<file path="src/rtl/iss_pkg.sv">
// shared constants for the peripheral input source select block and its controller
package iss_pkg;

   // device register map, word offsets on the device's own register port
   localparam int ISS_ADDR_W = 8;
   localparam int ISS_DATA_W = 16;
   localparam logic [7:0] ISS_PWM_SRC_OFS = 8'h18;
   localparam logic [7:0] ISS_DAC_SYNC_OFS = 8'h19;
   localparam logic [15:0] ISS_PWM_SRC_RST = 16'h0000;
   localparam logic [15:0] ISS_DAC_SYNC_RST = 16'h0000;
   // implemented bits; everything else is reserved and reads zero
   localparam logic [15:0] ISS_PWM_SRC_MASK = 16'h29FF;
   localparam logic [15:0] ISS_DAC_SYNC_MASK = 16'h0077;

   // field positions in the pwm source register
   localparam int ISS_FAULT_TWO_BIT = 13;
   localparam int ISS_FAULT_ONE_BIT = 11;
   localparam int ISS_PAIR45_LSB = 6;
   localparam int ISS_PAIR23_LSB = 3;
   localparam int ISS_PAIR01_LSB = 0;
   localparam int ISS_SEL_W = 3;
   // field positions in the dac sync register
   localparam int ISS_DAC1_LSB = 4;
   localparam int ISS_DAC0_LSB = 0;

   // pair source codes
   localparam logic [2:0] ISS_PAIR_EXT = 3'h0;
   localparam logic [2:0] ISS_PAIR_TIMER = 3'h1;
   localparam logic [2:0] ISS_PAIR_ADC = 3'h2;
   localparam logic [2:0] ISS_PAIR_CMPA = 3'h3;
   localparam logic [2:0] ISS_PAIR_CMPB = 3'h4;

   // dac sync source codes
   localparam logic [2:0] ISS_SYNC_INTERVAL_TIMER_0 = 3'h0;
   localparam logic [2:0] ISS_SYNC_INTERVAL_TIMER_1 = 3'h1;
   localparam logic [2:0] ISS_SYNC_INTERVAL_TIMER_2 = 3'h2;
   localparam logic [2:0] ISS_SYNC_PWM = 3'h3;
   localparam logic [2:0] ISS_SYNC_TA0 = 3'h4;
   localparam logic [2:0] ISS_SYNC_TA1 = 3'h5;

   // controller register map, AXI4-Lite byte offsets
   localparam int ISS_AXI_ADDR_W = 8;
   localparam logic [7:0] ISS_CTL_TARGET_OFS = 8'h00;
   localparam logic [7:0] ISS_CTL_WRITE_OFS = 8'h04;
   localparam logic [7:0] ISS_CTL_READ_OFS = 8'h08;
   localparam logic [7:0] ISS_CTL_RDATA_OFS = 8'h0C;
   localparam logic [7:0] ISS_CTL_STATUS_OFS = 8'h10;
   localparam int ISS_STAT_BUSY_BIT = 0;
   localparam int ISS_STAT_DONE_BIT = 1;
   localparam logic [1:0] ISS_RESP_OKAY = 2'h0;
   localparam logic [1:0] ISS_RESP_SLVERR = 2'h2;

   typedef enum logic [0:0] {
      ISS_CTL_IDLE,
      ISS_CTL_WAIT
   } iss_ctl_state_t;

endpackage : iss_pkg

</file>
<file path="src/rtl/iss_reg_if.sv">
// register port between the source select device and its controller
interface iss_reg_if;
   logic req;
   logic wr;
   logic [7:0] addr;
   logic [15:0] wdata;
   logic ack;
   logic [15:0] rdata;

   modport dev (
      input req,
      input wr,
      input addr,
      input wdata,
      output ack,
      output rdata
   );

   modport ctl (
      output req,
      output wr,
      output addr,
      output wdata,
      input ack,
      input rdata
   );
endinterface : iss_reg_if

</file>
<file path="src/rtl/iss_source_select.sv">
// source select device: two select registers feeding pwm fault, pwm pair and dac sync inputs
// Operation
// - reserved bits written zero, read back zero
// - bit 13 picks fault-two pin or comparator B
// - bit 11 picks fault pin or comparator A
// - bits 8-6 pick pair 4/5 source
// - adc 2 outside limits forces channels 4/5
// - bits 5-3 pick pair 2/3 source
// - adc 1 outside limits forces channels 2/3
// - bits 2-0 pick pair 0/1 source
// - adc 0 outside limits forces channels 0/1
// - bits 6-4 pick dac1 sync source
// - bits 2-0 pick dac0 sync source
// - selected pin needs exactly one pin routed
// - selected pin needs its peripheral enable set
// - leave fields alone while peripheral runs
module iss_source_select #(
   parameter int DATA_W = 12
) (
   input wire logic core_clk,
   input wire logic rst_n,
   iss_reg_if.dev regs,
   input wire logic fault_two_pin,
   input wire logic fault_one_pin,
   input wire logic pair01_external_source,
   input wire logic pair23_external_source,
   input wire logic comparator_a_out,
   input wire logic comparator_b_out,
   input wire logic timer_a_ch0,
   input wire logic timer_a_ch1,
   input wire logic timer_a_ch2,
   input wire logic timer_a_ch3,
   input wire logic interval_timer_0,
   input wire logic interval_timer_1,
   input wire logic interval_timer_2,
   input wire logic pwm_reload_sync,
   input wire logic [DATA_W-1:0] adc_result_0,
   input wire logic [DATA_W-1:0] adc_result_1,
   input wire logic [DATA_W-1:0] adc_result_2,
   input wire logic [DATA_W-1:0] high_limit_0,
   input wire logic [DATA_W-1:0] high_limit_1,
   input wire logic [DATA_W-1:0] high_limit_2,
   input wire logic [DATA_W-1:0] low_limit_0,
   input wire logic [DATA_W-1:0] low_limit_1,
   input wire logic [DATA_W-1:0] low_limit_2,
   output logic pwm_fault_input_one,
   output logic pwm_fault_input_two,
   output logic pwm_ch0_src,
   output logic pwm_ch1_src,
   output logic pwm_ch2_src,
   output logic pwm_ch3_src,
   output logic pwm_ch4_src,
   output logic pwm_ch5_src,
   output logic dac0_sync,
   output logic dac1_sync
);

   localparam int PIN_N = 4;

   logic [15:0] pwm_src_q;
   logic [15:0] dac_sync_q;
   logic ack_q;
   logic [15:0] rdata_q;
   logic [PIN_N-1:0] pin_meta_q;
   logic [PIN_N-1:0] pin_sync_q;
   logic fault_one_q;
   logic fault_two_q;
   logic dac0_q;
   logic dac1_q;
   logic dac0_d;
   logic dac1_d;
   logic [2:0] pair45_source_sel;
   logic [2:0] pair23_source_sel;
   logic [2:0] pair01_source_sel;
   logic [2:0] dac1_sync_source_sel;
   logic [2:0] dac0_sync_source_sel;
   logic fault_two_source_sel;
   logic fault_one_source_sel;
   logic wr_pwm;
   logic wr_dac;

   // field views of the stored registers
   assign fault_two_source_sel = pwm_src_q[iss_pkg::ISS_FAULT_TWO_BIT];
   assign fault_one_source_sel = pwm_src_q[iss_pkg::ISS_FAULT_ONE_BIT];
   assign pair45_source_sel = pwm_src_q[iss_pkg::ISS_PAIR45_LSB +: iss_pkg::ISS_SEL_W];
   assign pair23_source_sel = pwm_src_q[iss_pkg::ISS_PAIR23_LSB +: iss_pkg::ISS_SEL_W];
   assign pair01_source_sel = pwm_src_q[iss_pkg::ISS_PAIR01_LSB +: iss_pkg::ISS_SEL_W];
   assign dac1_sync_source_sel = dac_sync_q[iss_pkg::ISS_DAC1_LSB +: iss_pkg::ISS_SEL_W];
   assign dac0_sync_source_sel = dac_sync_q[iss_pkg::ISS_DAC0_LSB +: iss_pkg::ISS_SEL_W];

   // write decode on the register port
   assign wr_pwm = regs.req && regs.wr && (regs.addr == iss_pkg::ISS_PWM_SRC_OFS);
   assign wr_dac = regs.req && regs.wr && (regs.addr == iss_pkg::ISS_DAC_SYNC_OFS);

   // select registers; reserved bits are never stored so they always read zero
   always_ff @(posedge core_clk or negedge rst_n) begin
      if (!rst_n) begin
         pwm_src_q <= iss_pkg::ISS_PWM_SRC_RST;
         dac_sync_q <= iss_pkg::ISS_DAC_SYNC_RST;
      end else begin
         if (wr_pwm) begin
            pwm_src_q <= regs.wdata & iss_pkg::ISS_PWM_SRC_MASK;
         end
         if (wr_dac) begin
            dac_sync_q <= regs.wdata & iss_pkg::ISS_DAC_SYNC_MASK;
         end
      end
   end

   // every request is answered one cycle later; unmapped reads give zero
   always_ff @(posedge core_clk or negedge rst_n) begin
      if (!rst_n) begin
         ack_q <= 1'b0;
         rdata_q <= 16'h0000;
      end else begin
         ack_q <= regs.req;
         if (regs.req && !regs.wr) begin
            case (regs.addr)
               iss_pkg::ISS_PWM_SRC_OFS: rdata_q <= pwm_src_q;
               iss_pkg::ISS_DAC_SYNC_OFS: rdata_q <= dac_sync_q;
               default: rdata_q <= 16'h0000;
            endcase
         end
      end
   end

   assign regs.ack = ack_q;
   assign regs.rdata = rdata_q;

   // pins come from outside the clock domain: two flops before any use
   always_ff @(posedge core_clk or negedge rst_n) begin
      if (!rst_n) begin
         pin_meta_q <= '0;
         pin_sync_q <= '0;
      end else begin
         pin_meta_q <= {pair23_external_source, pair01_external_source, fault_one_pin, fault_two_pin};
         pin_sync_q <= pin_meta_q;
      end
   end

   // fault sources; the pin choice relies on software routing one pin with its peripheral enable set
   always_ff @(posedge core_clk or negedge rst_n) begin
      if (!rst_n) begin
         fault_two_q <= 1'b0;
         fault_one_q <= 1'b0;
      end else begin
         fault_two_q <= fault_two_source_sel ? comparator_b_out : pin_sync_q[0];
         fault_one_q <= fault_one_source_sel ? comparator_a_out : pin_sync_q[1];
      end
   end

   // dac sync choice; one function serves both fields since the code sets match
   function automatic logic sync_pick(input logic [2:0] sel, input logic p0, input logic p1, input logic p2,
                                      input logic pwm, input logic ta0, input logic ta1);
      logic pick;
      pick = 1'b0;
      case (sel)
         iss_pkg::ISS_SYNC_INTERVAL_TIMER_0: pick = p0;
         iss_pkg::ISS_SYNC_INTERVAL_TIMER_1: pick = p1;
         iss_pkg::ISS_SYNC_INTERVAL_TIMER_2: pick = p2;
         iss_pkg::ISS_SYNC_PWM: pick = pwm;
         iss_pkg::ISS_SYNC_TA0: pick = ta0;
         iss_pkg::ISS_SYNC_TA1: pick = ta1;
         default: pick = 1'b0;
      endcase
      return pick;
   endfunction : sync_pick

   assign dac1_d = sync_pick(dac1_sync_source_sel, interval_timer_0, interval_timer_1, interval_timer_2,
                             pwm_reload_sync, timer_a_ch0, timer_a_ch1);
   assign dac0_d = sync_pick(dac0_sync_source_sel, interval_timer_0, interval_timer_1, interval_timer_2,
                             pwm_reload_sync, timer_a_ch0, timer_a_ch1);

   // registered dac sync outputs
   always_ff @(posedge core_clk or negedge rst_n) begin
      if (!rst_n) begin
         dac0_q <= 1'b0;
         dac1_q <= 1'b0;
      end else begin
         dac0_q <= dac0_d;
         dac1_q <= dac1_d;
      end
   end

   // pair 0/1: external pin, timer channel 0
   iss_pair_mux #(
      .HAS_EXT(1'b1),
      .DATA_W(DATA_W)
   ) u_pair01 (
      .core_clk(core_clk),
      .rst_n(rst_n),
      .sel(pair01_source_sel),
      .ext_src(pin_sync_q[2]),
      .timer_src(timer_a_ch0),
      .cmp_a(comparator_a_out),
      .cmp_b(comparator_b_out),
      .adc_result(adc_result_0),
      .high_limit(high_limit_0),
      .low_limit(low_limit_0),
      .even_q(pwm_ch0_src),
      .odd_q(pwm_ch1_src)
   );

   // pair 2/3: external pin, timer channel 2
   iss_pair_mux #(
      .HAS_EXT(1'b1),
      .DATA_W(DATA_W)
   ) u_pair23 (
      .core_clk(core_clk),
      .rst_n(rst_n),
      .sel(pair23_source_sel),
      .ext_src(pin_sync_q[3]),
      .timer_src(timer_a_ch2),
      .cmp_a(comparator_a_out),
      .cmp_b(comparator_b_out),
      .adc_result(adc_result_1),
      .high_limit(high_limit_1),
      .low_limit(low_limit_1),
      .even_q(pwm_ch2_src),
      .odd_q(pwm_ch3_src)
   );

   // pair 4/5 has no pin, so code zero is reserved and drives low
   iss_pair_mux #(
      .HAS_EXT(1'b0),
      .DATA_W(DATA_W)
   ) u_pair45 (
      .core_clk(core_clk),
      .rst_n(rst_n),
      .sel(pair45_source_sel),
      .ext_src(1'b0),
      .timer_src(timer_a_ch3),
      .cmp_a(comparator_a_out),
      .cmp_b(comparator_b_out),
      .adc_result(adc_result_2),
      .high_limit(high_limit_2),
      .low_limit(low_limit_2),
      .even_q(pwm_ch4_src),
      .odd_q(pwm_ch5_src)
   );

   assign pwm_fault_input_two = fault_two_q;
   assign pwm_fault_input_one = fault_one_q;
   assign dac0_sync = dac0_q;
   assign dac1_sync = dac1_q;

endmodule : iss_source_select

</file>
<file path="src/rtl/iss_pair_mux.sv">
// one pwm pair source multiplexer with registered complementary outputs
module iss_pair_mux #(
   parameter bit HAS_EXT = 1'b1,
   parameter int DATA_W = 12
) (
   input wire logic core_clk,
   input wire logic rst_n,
   input wire logic [2:0] sel,
   input wire logic ext_src,
   input wire logic timer_src,
   input wire logic cmp_a,
   input wire logic cmp_b,
   input wire logic [DATA_W-1:0] adc_result,
   input wire logic [DATA_W-1:0] high_limit,
   input wire logic [DATA_W-1:0] low_limit,
   output logic even_q,
   output logic odd_q
);

   logic even_d;
   logic odd_d;

   // single sources drive the pair complementary; adc holds between limits
   always_comb begin
      even_d = even_q;
      odd_d = odd_q;
      case (sel)
         iss_pkg::ISS_PAIR_EXT: begin
            even_d = HAS_EXT ? ext_src : 1'b0;
            odd_d = HAS_EXT ? ~ext_src : 1'b0;
         end
         iss_pkg::ISS_PAIR_TIMER: begin
            even_d = timer_src;
            odd_d = ~timer_src;
         end
         iss_pkg::ISS_PAIR_ADC: begin
            if (adc_result > high_limit) begin
               even_d = 1'b0;
               odd_d = 1'b1;
            end else if (adc_result < low_limit) begin
               even_d = 1'b1;
               odd_d = 1'b0;
            end
         end
         iss_pkg::ISS_PAIR_CMPA: begin
            even_d = cmp_a;
            odd_d = ~cmp_a;
         end
         iss_pkg::ISS_PAIR_CMPB: begin
            even_d = cmp_b;
            odd_d = ~cmp_b;
         end
         default: begin
            even_d = 1'b0;
            odd_d = 1'b0;
         end
      endcase
   end

   // outputs follow the field one cycle after it is stored
   always_ff @(posedge core_clk or negedge rst_n) begin
      if (!rst_n) begin
         even_q <= 1'b0;
         odd_q <= 1'b0;
      end else begin
         even_q <= even_d;
         odd_q <= odd_d;
      end
   end

endmodule : iss_pair_mux

</file>
<file path="src/flat_wrapper.sv">
// flat-port wrapper written by rule: the top's interface ports become plain ports
module iss_source_select_flat 
#(
   parameter int DATA_W = 12
)
  (core_clk, rst_n, fault_two_pin, fault_one_pin, pair01_external_source, pair23_external_source, comparator_a_out, comparator_b_out, timer_a_ch0, timer_a_ch1, timer_a_ch2, timer_a_ch3, interval_timer_0, interval_timer_1, interval_timer_2, pwm_reload_sync, adc_result_0, adc_result_1, adc_result_2, high_limit_0, high_limit_1, high_limit_2, low_limit_0, low_limit_1, low_limit_2, pwm_fault_input_one, pwm_fault_input_two, pwm_ch0_src, pwm_ch1_src, pwm_ch2_src, pwm_ch3_src, pwm_ch4_src, pwm_ch5_src, dac0_sync, dac1_sync, regs_req, regs_wr, regs_addr, regs_wdata, regs_ack, regs_rdata);
  iss_reg_if regs_i ();
  input wire logic core_clk;
  input wire logic rst_n;
  input wire logic fault_two_pin;
  input wire logic fault_one_pin;
  input wire logic pair01_external_source;
  input wire logic pair23_external_source;
  input wire logic comparator_a_out;
  input wire logic comparator_b_out;
  input wire logic timer_a_ch0;
  input wire logic timer_a_ch1;
  input wire logic timer_a_ch2;
  input wire logic timer_a_ch3;
  input wire logic interval_timer_0;
  input wire logic interval_timer_1;
  input wire logic interval_timer_2;
  input wire logic pwm_reload_sync;
  input wire logic [DATA_W-1:0] adc_result_0;
  input wire logic [DATA_W-1:0] adc_result_1;
  input wire logic [DATA_W-1:0] adc_result_2;
  input wire logic [DATA_W-1:0] high_limit_0;
  input wire logic [DATA_W-1:0] high_limit_1;
  input wire logic [DATA_W-1:0] high_limit_2;
  input wire logic [DATA_W-1:0] low_limit_0;
  input wire logic [DATA_W-1:0] low_limit_1;
  input wire logic [DATA_W-1:0] low_limit_2;
  output logic pwm_fault_input_one;
  output logic pwm_fault_input_two;
  output logic pwm_ch0_src;
  output logic pwm_ch1_src;
  output logic pwm_ch2_src;
  output logic pwm_ch3_src;
  output logic pwm_ch4_src;
  output logic pwm_ch5_src;
  output logic dac0_sync;
  output logic dac1_sync;
  input wire logic [$bits(regs_i.req)-1:0] regs_req;
  input wire logic [$bits(regs_i.wr)-1:0] regs_wr;
  input wire logic [$bits(regs_i.addr)-1:0] regs_addr;
  input wire logic [$bits(regs_i.wdata)-1:0] regs_wdata;
  output wire logic [$bits(regs_i.ack)-1:0] regs_ack;
  output wire logic [$bits(regs_i.rdata)-1:0] regs_rdata;
  assign regs_i.req = regs_req;
  assign regs_i.wr = regs_wr;
  assign regs_i.addr = regs_addr;
  assign regs_i.wdata = regs_wdata;
  assign regs_ack = regs_i.ack;
  assign regs_rdata = regs_i.rdata;
  iss_source_select #(.DATA_W(DATA_W)) u_core (.core_clk(core_clk), .rst_n(rst_n), .regs(regs_i), .fault_two_pin(fault_two_pin), .fault_one_pin(fault_one_pin), .pair01_external_source(pair01_external_source), .pair23_external_source(pair23_external_source), .comparator_a_out(comparator_a_out), .comparator_b_out(comparator_b_out), .timer_a_ch0(timer_a_ch0), .timer_a_ch1(timer_a_ch1), .timer_a_ch2(timer_a_ch2), .timer_a_ch3(timer_a_ch3), .interval_timer_0(interval_timer_0), .interval_timer_1(interval_timer_1), .interval_timer_2(interval_timer_2), .pwm_reload_sync(pwm_reload_sync), .adc_result_0(adc_result_0), .adc_result_1(adc_result_1), .adc_result_2(adc_result_2), .high_limit_0(high_limit_0), .high_limit_1(high_limit_1), .high_limit_2(high_limit_2), .low_limit_0(low_limit_0), .low_limit_1(low_limit_1), .low_limit_2(low_limit_2), .pwm_fault_input_one(pwm_fault_input_one), .pwm_fault_input_two(pwm_fault_input_two), .pwm_ch0_src(pwm_ch0_src), .pwm_ch1_src(pwm_ch1_src), .pwm_ch2_src(pwm_ch2_src), .pwm_ch3_src(pwm_ch3_src), .pwm_ch4_src(pwm_ch4_src), .pwm_ch5_src(pwm_ch5_src), .dac0_sync(dac0_sync), .dac1_sync(dac1_sync));
endmodule
</file>
<file path="config.mk">
export PLATFORM = sky130hd
export DESIGN_NAME = iss_source_select_flat
export DESIGN_NICKNAME = d
export VERILOG_FILES = /design/src/rtl/iss_pkg.sv /design/src/rtl/iss_reg_if.sv /design/src/rtl/iss_source_select.sv /design/src/rtl/iss_pair_mux.sv /design/src/flat_wrapper.sv
export SDC_FILE = /design/constraint.sdc
export NUM_CORES = 1
export LEC_CHECK = 0
export BUFFER_PORTS_ARGS = -buffer_cell sky130_fd_sc_hd__buf_2
export CELL_PAD_IN_SITES_DETAIL_PLACEMENT = 1
export CELL_PAD_IN_SITES_GLOBAL_PLACEMENT = 1
export CORE_UTILIZATION = 31
export CTS_CLUSTER_DIAMETER = 200
export CTS_CLUSTER_SIZE = 24
export DETAILED_ROUTE_END_ITERATION = 8
export GPL_TIMING_DRIVEN = 1
export PLACE_DENSITY_LB_ADDON = 0.1
export RECOVER_POWER = 100
export REMOVE_ABC_BUFFERS = 1
export SYNTH_ARGS = -nofsm -noshare
export SYNTH_HDL_FRONTEND = slang
export SYNTH_SLANG_ARGS = --single-unit
</file>
<file path="constraint.sdc">
create_clock -name core_clk -period 1.3 [get_ports core_clk]
set_input_delay 0.195 -clock core_clk [delete_from_list [all_inputs] [get_ports core_clk]]
set_output_delay 0.195 -clock core_clk [all_outputs]
set_load 0.005 [all_outputs]
</file>
==> impl_metrics.tcl <==
set metrics [dict create \
    violations_in_the_final_reports "setup timing" \
    antenna_found_initial 0 \
    grt_start_max_net_pins 48 \
    max_clock_freq_mhz 687 \
    synthDominantAreaCellType "sky130_fd_sc_hd__dfrtp_1" \
    timing.critical_path.slowest_cell_delay_ns 0.34 \
    filler_free_cell_count_of_the_finished_design 785 \
    period_utilization 1.12 \
    sw_frac_of_total 0.292 \
    synth_most_common_cell "sky130_fd_sc_hd__inv_1" \
    synthesis.area_per_instance_um2 9.16 \
    power.sequential.fraction 0.373 \
    yosys_warnings 0 \
    initial_util 0.318 \
    floorplan.die_area_um2 12700 \
    cellPowerDensity_nw_per_um2 701 \
    clock_buffer_depth 2 \
    cp_cell_sequence "buf_4 > ha_4 > a21o_1 > a221o_1 > a2111oi_4 > o22ai_1 > a21o_1" \
    max_cap_violations 0 \
    final_setup_violating_endpoints 15 \
    route.antenna.remaining_nets 0 \
    maxSlewHeadroom 0.581 \
    final.setup_skew_ns 0.00515 \
    cts.htree.levels 2 \
    clkLatencyLatePin_ns 0.29 \
    port_buffers 166 \
    finalCoreUtilization 0.504 \
    drt_iter0_drc 130 \
    cellLeakagePower_nw 3.12 \
    numPlacedInstances 769 \
    synth_async_sr_flop_share 1.00 \
    yosysSeqAreaShare 0.310 \
    p_comb_frac 0.326 \
    gr-usage-all-layers 0.189 \
    synth.top_cells.by_area "sky130_fd_sc_hd__dfrtp_1 (31%), sky130_fd_sc_hd__ha_1 (23%), sky130_fd_sc_hd__inv_1 (7.4%)" \
    timing.final.hold_violations 0 \
    area_delta_synth_final_pct 58.6 \
    route.vias.total 3847 \
    total_power_mw 4.22 \
    finalWeightedCongestion 0.759 \
    flip_flop_and_latch_count_after_synthesis 47 \
    cts-root-buf "sky130_fd_sc_hd__clkbuf_16" \
    tritoncts "done" \
    power.share.clock 0.301 \
    layout-drive-gt1-share 0.498 \
    yosys-top-cells-count "sky130_fd_sc_hd__inv_1 (75), sky130_fd_sc_hd__ha_1 (69), sky130_fd_sc_hd__dfrtp_1 (47)" \
    tritoncts_num_sinks 47 \
    setup_ws_ns -0.156 \
    slowest_stage "sky130_fd_sc_hd__a221o_1" \
    crit_arrival_ns 1.64 \
    coreArea_um2 12000 \
    dpl_cell_area_um2 5140 \
    route.detailed.drc 0 \
    timing_max_transition_violations_final 0 \
    crit_buf_inv 1 \
    synth_ff_type "sky130_fd_sc_hd__dfrtp_1" \
    worst-setup-path-type "in -> reg" \
    total_switching_power_mw 1.23 \
    run_status "finished, violations left" \
    cts_buffers 5 \
    first_global_vias 4154 \
    pint_mw 2.99 \
    worst_ir_drop_vdd_v 0.000819 \
    place_hpwl_um 9150 \
    first_pass_iters 4 \
    floorplan.die.height_um 113 \
    grt_first_pass_wirelength_um 19100 \
    fp.dieW_um 113 \
    synthesis.area_um2 3800 \
    crit_fanout 2 \
    drt_total_wl_um 11700 \
    post_synth_edffs 0 \
    path_delay_family "compound AO/OA/AOI/OAI gates" \
    antenna_cells_inserted 0 \
    timing.critical_path.to_type "flop" \
    critical_path_required_ns 1.48 \
    fin_crit_ns 1.46 \
    finalInstanceArea_um2 6030 \
    yosysUniqueCellTypes 47 \
    pin_count 177 \
    critical-path-top-cell-by-count "sky130_fd_sc_hd__a21o_1" \
    drt-wirelength-per-cell_um 14.9 \
    tightestPinTransition_ns 0.629 \
    fp-row-count 40 \
    min-delay-path-class "in -> reg" \
    setup_repair_after_global_routing_missed_its_margin "true" \
    netlist.area_leader.share 0.310 \
    fin_nets 856 \
    synthesis.instances 415 \
    worstSetupStartpointType "primary input" \
    clk_transition_reported_paths_ns 0.07 \
    gr-total-overflow 0 \
    detail_route.vias_per_cell 4.90 \
]
[cell families after synthesis]
group / after synthesis / synth area share
multiplexers: 29 / 0.0896
adder cells (fa/ha/maj): 69 / 0.227
AO/OA/AOI/OAI: 77 / 0.140
AND/OR/NAND/NOR: 104 / 0.139
other: 1 / 0.000987
flip-flops: 47 / 0.310
buffers and inverters: 88 / 0.0932
[cells in the final DEF (no fill, tap or decap), types with 6 or more instances in the layout]
cell	count
sky130_fd_sc_hd__a21o_1	8
sky130_fd_sc_hd__a21oi_1	13
sky130_fd_sc_hd__a21oi_2	10
sky130_fd_sc_hd__a221oi_1	6
sky130_fd_sc_hd__buf_2	135
sky130_fd_sc_hd__buf_4	54
sky130_fd_sc_hd__buf_6	17
sky130_fd_sc_hd__clkbuf_1	11
sky130_fd_sc_hd__dfrtp_1	47
sky130_fd_sc_hd__ha_1	44
sky130_fd_sc_hd__ha_4	24
sky130_fd_sc_hd__inv_1	61
sky130_fd_sc_hd__inv_2	9
sky130_fd_sc_hd__mux2_2	11
sky130_fd_sc_hd__mux2_4	9
sky130_fd_sc_hd__mux2i_1	7
sky130_fd_sc_hd__nand2_1	23
sky130_fd_sc_hd__nand3_1	13
sky130_fd_sc_hd__nand4_1	11
sky130_fd_sc_hd__nor2_1	25
sky130_fd_sc_hd__o21ai_1	6
[power groups by stage]
| stage | registers [mW] | clock network [mW] | logic (mW) |
|---|---|---|---|
| final | 1.58 | 1.27 | 1.38 |
| after global routing | 1.58 | 1.38 | 1.55 |
| after detailed placement | 1.60 | 0 | 1.11 |
| after CTS | 1.58 | 1.32 | 1.33 |
| after floorplan | 1.60 | 0 | 0.499 |
| after global placement | 1.60 | 0 | 1.06 |
[what timing repair did]
| action | CTS | global route |
|---|---|---|
| buffers inserted | 5 | 0 |
| gates resized for setup | 115 | 29 |
| hold buffers | 4 | 0 |
| setup endpoints to repair | 22 | 25 |
| hold endpoints to repair | 50 | 0 |
| pin swaps | 50 | 19 |
[stage by stage]
step                hold WS (ns)  worst slack (ns)  TNS (ns)
floorplan                 -0.101            -0.641     -9.61
global placement           0.202            -0.719    -11.56
detailed placement         0.204            -0.750    -12.88
CTS                      0.00570            -0.155     -1.10
global route             0.00711            -0.209     -3.45
finish                    0.0100            -0.156    -0.998
[worst paths after layout]
check / startpoint / endpoint / slack (ns) / depth (start not counted)
hold reg to reg: u_core.pin_meta_q[3] / u_core.pin_sync_q[3] / 0.35 / 0
max in group asynchronous: rst_n / u_core.pwm_src_q[0] / 0.31 / 3
setup reg to reg: u_core.pwm_src_q[5] / u_core.u_pair23.odd_q / 0.03 / 5
min in group asynchronous: rst_n / u_core.regs.rdata[8] / 0.57 / 3
hold / removal: pair01_external_source / u_core.pin_meta_q[2] / 0.01 / 1
setup / recovery: adc_result_2[5] / u_core.u_pair45.odd_q / -0.16 / 7
[sequential cells by signal, indices dropped and copies added (netlist names), 4 cells and up]
register           cells
u_core.dac_sync_q      6
u_core.pin_sync_q      4
u_core.pwm_src_q      11
u_core.regs.rdata     11
u_core.pin_meta_q      4
[routing by layer]
metal  track usage  vias up  part of all wire
met5             0        -                 0
met4        0.0382        0            0.0078
met3        0.0327        6             0.048
met2         0.369      104              0.54
met1         0.212     1843              0.40
li1              -     1894                 -
[area by class of cell]
class / instances / area, um^2
clock buffer: 6 / 129
clock inverter: 2 / 17.5
fill: 1421 / 5940
inverter: 75 / 294
multi-input combinational: 284 / 2840
sequential: 47 / 1180
tap: 147 / 184
timing repair buffer: 224 / 1380
[worst reg2reg max path, cell delays in order (launching register included)]
cell	delay [ns]
sky130_fd_sc_hd__dfrtp_1	0.47
sky130_fd_sc_hd__mux2i_1	0.16
sky130_fd_sc_hd__a21oi_1	0.17
sky130_fd_sc_hd__o22ai_1	0.12
sky130_fd_sc_hd__a31oi_1	0.15
sky130_fd_sc_hd__o21ai_1	0.10
(Power assumes the default switching activity.)
